`src/hw/clock_monitor_pkg.sv`:
```
// Constants, register map and bus carriers for the clock integrity monitor.
// Assumes a single 250 MHz fabric clock and a 32-bit AXI4-Lite register bus.
package clock_monitor_pkg;

    // Bus geometry
    localparam int ADDR_W = 12;
    localparam int DATA_W = 32;
    localparam int REG_W = 16;
    localparam int IDX_W = ADDR_W - 2;
    localparam int STATUS_W = 11;
    localparam int WINDOW_W = 14;
    localparam int OPMODE_W = 3;

    // Register indices; byte address is four times the index
    localparam logic [IDX_W-1:0] IDX_STATUS = 10'h1d8;
    localparam logic [IDX_W-1:0] IDX_WINDOW = 10'h1d9;
    localparam logic [IDX_W-1:0] IDX_EXPECTED = 10'h1da;
    localparam logic [IDX_W-1:0] IDX_FAST_THR = 10'h1db;
    localparam logic [IDX_W-1:0] IDX_SLOW_THR = 10'h1dc;
    localparam logic [IDX_W-1:0] IDX_SYS_CAPT = 10'h1dd;
    localparam logic [IDX_W-1:0] IDX_SYNTH_CAPT = 10'h1de;
    localparam logic [IDX_W-1:0] IDX_MODE = 10'h1df;

    // Reset values
    localparam logic [WINDOW_W-1:0] RST_WINDOW = 14'h30d3;
    localparam logic [REG_W-1:0] RST_EXPECTED = 16'hf423;
    localparam logic [REG_W-1:0] RST_FAST_THR = 16'h0044;
    localparam logic [REG_W-1:0] RST_SLOW_THR = 16'hf3df;
    localparam logic [REG_W-1:0] RST_CAPTURE = 16'hf423;
    localparam logic [OPMODE_W-1:0] RST_OPMODE = 3'h0;

    // Status flag positions
    localparam int BIT_RESET_FAULT = 0;
    localparam int BIT_PM_FAULT = 1;
    localparam int BIT_ADC_DEAD = 2;
    localparam int BIT_RECOV_DEAD = 3;
    localparam int BIT_SYNTH_DEAD = 4;
    localparam int BIT_SYNTH_PPM = 5;
    localparam int BIT_SYNTH_FREQ = 6;
    localparam int BIT_LINE_DEAD = 7;
    localparam int BIT_SYS_DEAD = 8;
    localparam int BIT_SYS_PPM = 9;
    localparam int BIT_SYS_FREQ = 10;

    // Mode register fields
    localparam int BIT_MAC_SEL = 5;
    localparam int OPMODE_LSB = 0;
    localparam logic [OPMODE_W-1:0] OPMODE_RGMII_COPPER = 3'h0;

    // Watched clock slots in the sampled vector
    localparam int CK_SYS = 0;
    localparam int CK_SYNTH = 1;
    localparam int CK_LINE = 2;
    localparam int CK_RECOV = 3;
    localparam int CK_ADC0 = 4;

    // Reference tick timing: 25 MHz reference from the 250 MHz clock
    localparam int CLK_PERIOD_PS = 4000;
    localparam int REF_PERIOD_NS = 40;
    localparam int REF_DIV_CYCLES = (REF_PERIOD_NS * 1000) / CLK_PERIOD_PS;
    localparam int REF_DIV_W = 4;

    // AXI responses
    localparam logic [1:0] RESP_OKAY = 2'b00;
    localparam logic [1:0] RESP_SLVERR = 2'b10;

    typedef struct packed {
        logic awvalid;
        logic [ADDR_W-1:0] awaddr;
        logic wvalid;
        logic [DATA_W-1:0] wdata;
        logic [3:0] wstrb;
        logic bready;
        logic arvalid;
        logic [ADDR_W-1:0] araddr;
        logic rready;
    } axi_req_s;

    typedef struct packed {
        logic awready;
        logic wready;
        logic bvalid;
        logic [1:0] bresp;
        logic arready;
        logic rvalid;
        logic [DATA_W-1:0] rdata;
        logic [1:0] rresp;
    } axi_rsp_s;

endpackage

```
`src/hw/clock_ppm_integrity_monitor.sv`:
```
// Clock integrity and fault status monitor with its AXI4-Lite register slave.
// Assumes watched clocks and fault levels arrive as asynchronous pins, sampled here.
`timescale 1ns/1ps
`default_nettype none

module clock_ppm_integrity_monitor #(
    parameter int NUM_ADC_CH = 4
) (
    input wire logic ref_clk,
    input wire logic rst_n,
    input wire clock_monitor_pkg::axi_req_s axiReq,
    output clock_monitor_pkg::axi_rsp_s axiRsp,
    input wire logic sysClkPin,
    input wire logic synthClkPin,
    input wire logic lineDriverClkPin,
    input wire logic recoveredClkPin,
    input wire logic [NUM_ADC_CH-1:0] adcClkPin,
    input wire logic sysLockOkPin,
    input wire logic synthLockOkPin,
    input wire logic powerMgmtFaultPin,
    input wire logic resetLogicFaultPin,
    output logic macIfSelMii,
    output logic [clock_monitor_pkg::OPMODE_W-1:0] operationModeCode
);

    localparam int NUM_CLK = clock_monitor_pkg::CK_ADC0 + NUM_ADC_CH;
    localparam int LV_SYS_LOCK = NUM_CLK;
    localparam int LV_SYNTH_LOCK = NUM_CLK + 1;
    localparam int LV_PM_FAULT = NUM_CLK + 2;
    localparam int LV_RST_FAULT = NUM_CLK + 3;
    localparam int NUM_IN = NUM_CLK + 4;
    localparam int RW = clock_monitor_pkg::REG_W;
    localparam int IW = clock_monitor_pkg::IDX_W;

    // Refuse settings the logic cannot serve
    if (NUM_ADC_CH < 1 || NUM_ADC_CH > 16) begin : g_bad_adc
        $error("NUM_ADC_CH must be between 1 and 16");
    end

    // Byte-lane merge of a 16-bit register
    function automatic logic [RW-1:0] laneMerge(input logic [RW-1:0] old, input logic [RW-1:0] data,
                                                input logic [1:0] strb);
        laneMerge = {strb[1] ? data[15:8] : old[15:8], strb[0] ? data[7:0] : old[7:0]};
    endfunction

    // Whether an index lands on a mapped register
    function automatic logic isMapped(input logic [IW-1:0] idx);
        isMapped = (idx >= clock_monitor_pkg::IDX_STATUS) && (idx <= clock_monitor_pkg::IDX_MODE);
    endfunction

    logic [NUM_IN-1:0] syncA;
    logic [NUM_IN-1:0] syncB;
    logic [NUM_CLK-1:0] prevClk;
    logic [NUM_CLK-1:0] seen;
    logic [clock_monitor_pkg::REF_DIV_W-1:0] refDiv;
    logic [clock_monitor_pkg::WINDOW_W-1:0] refCount;
    logic [clock_monitor_pkg::WINDOW_W-1:0] windowCount;
    logic [RW-1:0] expectedCount;
    logic [RW-1:0] fastThreshold;
    logic [RW-1:0] slowThreshold;
    logic [RW-1:0] monCnt [2];
    logic [RW-1:0] capture [2];
    logic [clock_monitor_pkg::STATUS_W-1:0] statusFlags;
    logic awHeld;
    logic wHeld;
    logic [IW-1:0] wrIdx;
    logic [RW-1:0] wrData;
    logic [1:0] wrStrb;

    // Input synchronisers; first stage feeds only the second
    always_ff @(posedge ref_clk) begin
        syncA <= {resetLogicFaultPin, powerMgmtFaultPin, synthLockOkPin, sysLockOkPin,
                  adcClkPin, recoveredClkPin, lineDriverClkPin, synthClkPin, sysClkPin};
        syncB <= syncA;
        prevClk <= syncB[NUM_CLK-1:0];
    end

    // Edge and activity decode
    wire [NUM_CLK-1:0] clkNow = syncB[NUM_CLK-1:0];
    wire [NUM_CLK-1:0] toggled = clkNow ^ prevClk;
    wire [NUM_CLK-1:0] active = seen | toggled;
    wire [1:0] risen = clkNow[1:0] & ~prevClk[1:0];
    wire adcAllActive = &active[NUM_CLK-1:clock_monitor_pkg::CK_ADC0];

    // Reference tick divider and window counter
    wire refTick = (refDiv == clock_monitor_pkg::REF_DIV_W'(clock_monitor_pkg::REF_DIV_CYCLES - 1));
    wire rollover = refTick && (refCount == '0);

    // Activity memory over one window, restarted at rollover
    always_ff @(posedge ref_clk) begin
        if (!rst_n) begin
            seen <= '0;
        end else begin
            seen <= rollover ? toggled : active;
        end
    end

    // Monitor counters and captures for system and synthesizer clocks
    wire [1:0] inBand;
    for (genvar i = 0; i < 2; i++) begin : g_mon
        assign inBand[i] = (monCnt[i] > fastThreshold) && (monCnt[i] < slowThreshold);
        always_ff @(posedge ref_clk) begin
            if (!rst_n) begin
                monCnt[i] <= '0;
                capture[i] <= clock_monitor_pkg::RST_CAPTURE;
            end else if (rollover) begin
                capture[i] <= monCnt[i];
                monCnt[i] <= {{(RW-1){1'b0}}, risen[i]};
            end else if (risen[i]) begin
                monCnt[i] <= monCnt[i] + 1'b1;
            end
        end
    end

    // Flag set events
    wire [clock_monitor_pkg::STATUS_W-1:0] flagSet;
    assign flagSet[clock_monitor_pkg::BIT_RESET_FAULT] = syncB[LV_RST_FAULT];
    assign flagSet[clock_monitor_pkg::BIT_PM_FAULT] = syncB[LV_PM_FAULT];
    assign flagSet[clock_monitor_pkg::BIT_ADC_DEAD] = rollover && !adcAllActive;
    assign flagSet[clock_monitor_pkg::BIT_RECOV_DEAD] = rollover && !active[clock_monitor_pkg::CK_RECOV];
    assign flagSet[clock_monitor_pkg::BIT_SYNTH_DEAD] = rollover && !active[clock_monitor_pkg::CK_SYNTH];
    assign flagSet[clock_monitor_pkg::BIT_SYNTH_PPM] = rollover && inBand[1];
    assign flagSet[clock_monitor_pkg::BIT_SYNTH_FREQ] = !syncB[LV_SYNTH_LOCK];
    assign flagSet[clock_monitor_pkg::BIT_LINE_DEAD] = rollover && !active[clock_monitor_pkg::CK_LINE];
    assign flagSet[clock_monitor_pkg::BIT_SYS_DEAD] = rollover && !active[clock_monitor_pkg::CK_SYS];
    assign flagSet[clock_monitor_pkg::BIT_SYS_PPM] = rollover && inBand[0];
    assign flagSet[clock_monitor_pkg::BIT_SYS_FREQ] = !syncB[LV_SYS_LOCK];

    // Write channel decode
    wire awTake = axiReq.awvalid && axiRsp.awready;
    wire wTake = axiReq.wvalid && axiRsp.wready;
    wire doWrite = awHeld && wHeld && !axiRsp.bvalid;
    wire bDone = axiRsp.bvalid && axiReq.bready;
    wire wrStatus = doWrite && (wrIdx == clock_monitor_pkg::IDX_STATUS);
    wire wrWindow = doWrite && (wrIdx == clock_monitor_pkg::IDX_WINDOW);
    wire wrExpected = doWrite && (wrIdx == clock_monitor_pkg::IDX_EXPECTED);
    wire wrFast = doWrite && (wrIdx == clock_monitor_pkg::IDX_FAST_THR);
    wire wrSlow = doWrite && (wrIdx == clock_monitor_pkg::IDX_SLOW_THR);
    wire wrMode = doWrite && (wrIdx == clock_monitor_pkg::IDX_MODE);
    wire [RW-1:0] clrMask = wrStatus ? laneMerge('0, wrData, wrStrb) : '0;
    wire [RW-1:0] modeMerged = laneMerge(RW'({macIfSelMii, 2'b00, operationModeCode}), wrData, wrStrb);
    wire [RW-1:0] windowMerged = laneMerge(RW'(windowCount), wrData, wrStrb);

    // Reference tick divider and window counter
    // A new window length restarts the count at once, else the old long window must run out first
    always_ff @(posedge ref_clk) begin
        if (!rst_n) begin
            refDiv <= '0;
            refCount <= clock_monitor_pkg::RST_WINDOW;
        end else begin
            refDiv <= refTick ? '0 : refDiv + 1'b1;
            if (wrWindow) begin
                refCount <= windowMerged[clock_monitor_pkg::WINDOW_W-1:0];
            end else if (rollover) begin
                refCount <= windowCount;
            end else if (refTick) begin
                refCount <= refCount - 1'b1;
            end
        end
    end

    // Sticky status: a set in the clearing cycle wins
    always_ff @(posedge ref_clk) begin
        if (!rst_n) begin
            statusFlags <= '0;
        end else begin
            statusFlags <= (statusFlags & ~clrMask[clock_monitor_pkg::STATUS_W-1:0]) | flagSet;
        end
    end

    // Write address and data holding
    always_ff @(posedge ref_clk) begin
        if (!rst_n) begin
            awHeld <= 1'b0;
            wHeld <= 1'b0;
            wrIdx <= '0;
            wrData <= '0;
            wrStrb <= '0;
        end else begin
            if (awTake) begin
                awHeld <= 1'b1;
                wrIdx <= axiReq.awaddr[clock_monitor_pkg::ADDR_W-1:2];
            end else if (doWrite) begin
                awHeld <= 1'b0;
            end
            if (wTake) begin
                wHeld <= 1'b1;
                wrData <= axiReq.wdata[RW-1:0];
                wrStrb <= axiReq.wstrb[1:0];
            end else if (doWrite) begin
                wHeld <= 1'b0;
            end
        end
    end

    // Writable configuration registers
    always_ff @(posedge ref_clk) begin
        if (!rst_n) begin
            windowCount <= clock_monitor_pkg::RST_WINDOW;
            expectedCount <= clock_monitor_pkg::RST_EXPECTED;
            fastThreshold <= clock_monitor_pkg::RST_FAST_THR;
            slowThreshold <= clock_monitor_pkg::RST_SLOW_THR;
            macIfSelMii <= 1'b0;
            operationModeCode <= clock_monitor_pkg::RST_OPMODE;
        end else begin
            if (wrWindow) begin
                windowCount <= windowMerged[clock_monitor_pkg::WINDOW_W-1:0];
            end
            if (wrExpected) begin
                expectedCount <= laneMerge(expectedCount, wrData, wrStrb);
            end
            if (wrFast) begin
                fastThreshold <= laneMerge(fastThreshold, wrData, wrStrb);
            end
            if (wrSlow) begin
                slowThreshold <= laneMerge(slowThreshold, wrData, wrStrb);
            end
            if (wrMode) begin
                macIfSelMii <= modeMerged[clock_monitor_pkg::BIT_MAC_SEL];
                operationModeCode <= modeMerged[clock_monitor_pkg::OPMODE_LSB +: clock_monitor_pkg::OPMODE_W];
            end
        end
    end

    // Read decode
    wire arTake = axiReq.arvalid && axiRsp.arready;
    wire rDone = axiRsp.rvalid && axiReq.rready;
    wire [IW-1:0] rdIdx = axiReq.araddr[clock_monitor_pkg::ADDR_W-1:2];
    wire [RW-1:0] rdValue =
        (rdIdx == clock_monitor_pkg::IDX_STATUS) ? RW'(statusFlags) :
        (rdIdx == clock_monitor_pkg::IDX_WINDOW) ? RW'(windowCount) :
        (rdIdx == clock_monitor_pkg::IDX_EXPECTED) ? expectedCount :
        (rdIdx == clock_monitor_pkg::IDX_FAST_THR) ? fastThreshold :
        (rdIdx == clock_monitor_pkg::IDX_SLOW_THR) ? slowThreshold :
        (rdIdx == clock_monitor_pkg::IDX_SYS_CAPT) ? capture[0] :
        (rdIdx == clock_monitor_pkg::IDX_SYNTH_CAPT) ? capture[1] :
        (rdIdx == clock_monitor_pkg::IDX_MODE) ? RW'({macIfSelMii, 2'b00, operationModeCode}) :
        '0;

    // Write and read handshakes and responses
    // One process owns the whole response struct, so no field has a second driver
    always_ff @(posedge ref_clk) begin
        if (!rst_n) begin
            axiRsp.awready <= 1'b1;
            axiRsp.wready <= 1'b1;
            axiRsp.bvalid <= 1'b0;
            axiRsp.bresp <= clock_monitor_pkg::RESP_OKAY;
            axiRsp.arready <= 1'b1;
            axiRsp.rvalid <= 1'b0;
            axiRsp.rdata <= '0;
            axiRsp.rresp <= clock_monitor_pkg::RESP_OKAY;
        end else begin
            if (awTake) begin
                axiRsp.awready <= 1'b0;
            end else if (bDone) begin
                axiRsp.awready <= 1'b1;
            end
            if (wTake) begin
                axiRsp.wready <= 1'b0;
            end else if (bDone) begin
                axiRsp.wready <= 1'b1;
            end
            if (doWrite) begin
                axiRsp.bvalid <= 1'b1;
                axiRsp.bresp <= isMapped(wrIdx) ? clock_monitor_pkg::RESP_OKAY : clock_monitor_pkg::RESP_SLVERR;
            end else if (bDone) begin
                axiRsp.bvalid <= 1'b0;
            end
            if (arTake) begin
                axiRsp.arready <= 1'b0;
                axiRsp.rvalid <= 1'b1;
                axiRsp.rdata <= clock_monitor_pkg::DATA_W'(rdValue);
                axiRsp.rresp <= isMapped(rdIdx) ? clock_monitor_pkg::RESP_OKAY : clock_monitor_pkg::RESP_SLVERR;
            end else if (rDone) begin
                axiRsp.arready <= 1'b1;
                axiRsp.rvalid <= 1'b0;
            end
        end
    end
endmodule // clock_ppm_integrity_monitor

`default_nettype wire

```
`config.mk`:
```
export PLATFORM = sky130hd
export DESIGN_NAME = clock_ppm_integrity_monitor
export DESIGN_NICKNAME = d
export VERILOG_FILES = /design/src/hw/clock_monitor_pkg.sv /design/src/hw/clock_ppm_integrity_monitor.sv
export SDC_FILE = /design/constraint.sdc
export NUM_CORES = 1
export LEC_CHECK = 0
export BUFFER_PORTS_ARGS = -buffer_cell sky130_fd_sc_hd__buf_4
export CORE_ASPECT_RATIO = 1.5
export CORE_MARGIN = 2
export CORE_UTILIZATION = 40
export DETAILED_ROUTE_END_ITERATION = 7
export PLACE_DENSITY = 0.67
export SKIP_CTS_REPAIR_TIMING = 1
export SYNTH_ARGS = -nofsm -noshare
export SYNTH_HDL_FRONTEND = slang
export SYNTH_SLANG_ARGS = --single-unit
```
`constraint.sdc`:
```
create_clock -name ref_clk -period 3.4 [get_ports ref_clk]
set_input_delay 0.34 -clock ref_clk [delete_from_list [all_inputs] [get_ports ref_clk]]
set_output_delay 0.34 -clock ref_clk [all_outputs]
set_load 0.005 [all_outputs]
```
==> results.ini <==
[timing]
fmax_mhz = 347.1
hold_viol = 0
finalCriticalPeriod_ps = 2881
clock_skew_ps = 16.03
finalSetupViolCount = 0
tightest_slew_ps = 929.2
setup_slack_ps = 519.2
finalCritPeriodShare_pct = 84.73
whs_ps = 43.88
fin_tns_setup_ps = 0
slew_viol_final = 0
max-slew-margin-rel_pct = 38.05
rsz0062_at_grt = false

[finish]
final_common_cell = dfxtp_1
final_nets = 1546
diodes = 0
nFillCells = 2786
layout_common_cells = dfxtp_1 (188), nand2_1 (140), buf_4 (107)
drive_gt1_share_pct = 12.29
syn2layout_area_growth_pct = 15.80

[clock_network]
cts_sinks = 252
clkTransAtPathRegs_ps = 70
cts.path.max_buffers = 3
cts_root_buf = clkbuf_16
numCtsBuffers = 25
clkLatencyLatePin_ps = 550
cts_tree = done
h-tree-depth = 1

[global_route]
grt_overflow_total = 0
grt_pass1_vias = 9964
grt_max_degree = 117
grt_usage_pct = 21.18
antenna_found_initial = 1
grt_pass1_wl_mm = 54.09

[worst_hold_path]
whs_path_depth = 3
min_path_type = input port to flop
hold_path_end = wrData[15]
holdCritStartpoint = axiReq[34]

[logic_synthesis]
netlist_instances = 1325
syn_area_sq_um = 12350
synth_seq_cells = 252
synthArstFlopShare_pct = 0
ys_seq_area_share_pct = 46.02
synth_warnings = 0
syn_area_per_cell_sq_um = 9.324
yosysUniqueCellTypes = 66
ys.flop_type = dfxtp_1
synth_edf_count = 64

[critical_path]
crit_path_end_kind = flop
rr_startpoint = refCount[0]
arrival_ps = 3150
path_cells = inv_1, ha_1, or4b_1, or4_4, nand3_1, nor2_1
max_stage_delay_ps = 770
start_kind = flop
cp_num_buf_inv = 1
rr_endpoint = monCnt[1][15]
cp_max_fo = 29
crit_type = flop to flop
cp_slowest_cell = or4_4
r2r_cells = 6
ff2ff_setup_slack_ps = 520
path_delay_family = simple AND/OR/NAND/NOR gates
required_ps = 3670

[placed_design]
hpwl_mm = 25.05
io_buffers = 83
gp_congestion = 0.8965
dp_slack_ps = 537.1

[drt]
vias_per_cell = 5.530
drt-pass1-iter-count = 6
drc = 0
ant_nets = 0
via_count = 10043
wirelength_mm = 34.47
wl_per_cell_um = 18.98
drtIter0Drc = 673

[floorplanning]
die_w_um = 147.5
num_rows = 78
die-area_sq_um = 32340
fp.dieH_um = 219.2
coreArea_sq_um = 30350
io_pins = 124
start_util_pct = 40.70

[power]
power.density_nw_per_um2 = 470.3
total_power_mw = 6.728
peakVddDrop_mv = 0.2882
p_leak_nw = 5.674

[flow_run]
cap_violations = 0

[run_status]
status = completed

-- worst max path at each step --
| stage | start | endpoint | slack [ps] | cells after the start |
|---|---|---|---|---|
| after floorplan | refCount[0] | capture[0][0] | 330 | 8 |
| after global placement | refCount[0] | monCnt[0][15] | 610 | 6 |
| after detailed placement | refCount[0] | monCnt[1][15] | 540 | 6 |
| after CTS | refCount[0] | monCnt[1][2] | 540 | 6 |
| after global routing | refCount[1] | monCnt[1][6] | 410 | 6 |
| final | refCount[0] | monCnt[1][15] | 520 | 6 |
-- cells in the mapped netlist (10+ instances only) --
master / n / area, sq um
xnor2_1: 15 / 131.4
nand3_1: 61 / 305.3
nor2_1: 99 / 371.6
edfxtp_1: 64 / 1922
buf_4: 18 / 135.1
nand4_1: 20 / 125.1
a211oi_1: 16 / 120.1
nand2_1: 140 / 525.5
and3_1: 24 / 150.1
ha_1: 70 / 875.8
a21oi_1: 104 / 520.5
dfxtp_1: 188 / 3764
nor2b_1: 18 / 112.6
nand2b_1: 15 / 93.84
or3_1: 21 / 131.4
nor3_1: 13 / 65.06
a21o_1: 12 / 90.09
nor4_1: 10 / 62.56
inv_1: 51 / 191.4
clkbuf_1: 63 / 236.5
o21ai_0: 60 / 300.3
a22oi_1: 11 / 82.58
xor2_1: 17 / 148.9
o211ai_1: 25 / 187.7
o22ai_1: 12 / 75.07
mux2i_1: 51 / 510.5
-- cell type report --
class | count | area (sq um) | area share [%]
repair buffers | 120 | 943.4 | 6.594
clock buffers | 36 | 739.5 | 5.169
flip-flops and latches | 252 | 5685 | 39.74
inverters | 52 | 196.4 | 1.373
multi-input cells | 946 | 6101 | 42.64
clock inverters | 10 | 140.1 | 0.9795
well taps | 400 | 500.5 | 3.498
-- state kept, by name, summed over array words and instances, names as in the netlist, 4 cells and up --
register	count
wrIdx	10
fastThreshold	16
syncA	12
refCount	14
expectedCount	16
capture	32
statusFlags	11
seen	8
monCnt	32
windowCount	14
wrData	16
prevClk	8
axiRsp	23
refDiv	4
slowThreshold	16
syncB	12
-- per-stage QoR --
| stage | instances | area, sq um | util (%) |
|---|---|---|---|
| final | 1816 | 14310 | 47.14 |
| after global routing | 1816 | 14310 | 47.14 |
| after CTS | 1804 | 14190 | 46.74 |
| after detailed placement | 1758 | 13310 | 43.84 |
| after global placement | 1758 | 13310 | 43.84 |
| after floorplan | 1342 | 12420 | - |
-- layer usage --
metal,routed length (um),track usage [%],part of all wire (%)
met4,1843,11.41,5.3
met2,17780,39.11,52
met5,16,0,0.046
met3,1443,2.328,4.2
met1,13390,23.73,39
-- kinds of logic (layout without fill, tap and decap cells) --
kind of cell | count (synthesis) | in the layout | share of synthesized area [%]
muxes | 64 | 64 | 5.682
buffers and inverters | 144 | 218 | 5.165
AOI/OAI and AO/OA | 297 | 297 | 14.92
xor gates and xnor gates | 32 | 32 | 2.269
other | 1 | 18 | 0.03035
DFF | 252 | 252 | 46.02
adders and majority gates | 70 | 70 | 7.089
and+or+nand+nor | 465 | 465 | 18.83
-- report_power, final --
group	total (mW)	internal, mW	switching [mW]
Combinational	0.489	0.208	0.281
Sequential	3.30	3.18	0.119
Clock	2.94	1.75	1.19
-- worst reg2reg max path: stages, from the launching register on --
cell	delay [ps]
dfxtp_1	340
inv_1	80
ha_1	130
or4b_1	580
or4_4	770
nand3_1	580
nor2_1	130
Note: power is estimated with default switching activity, not from simulation.
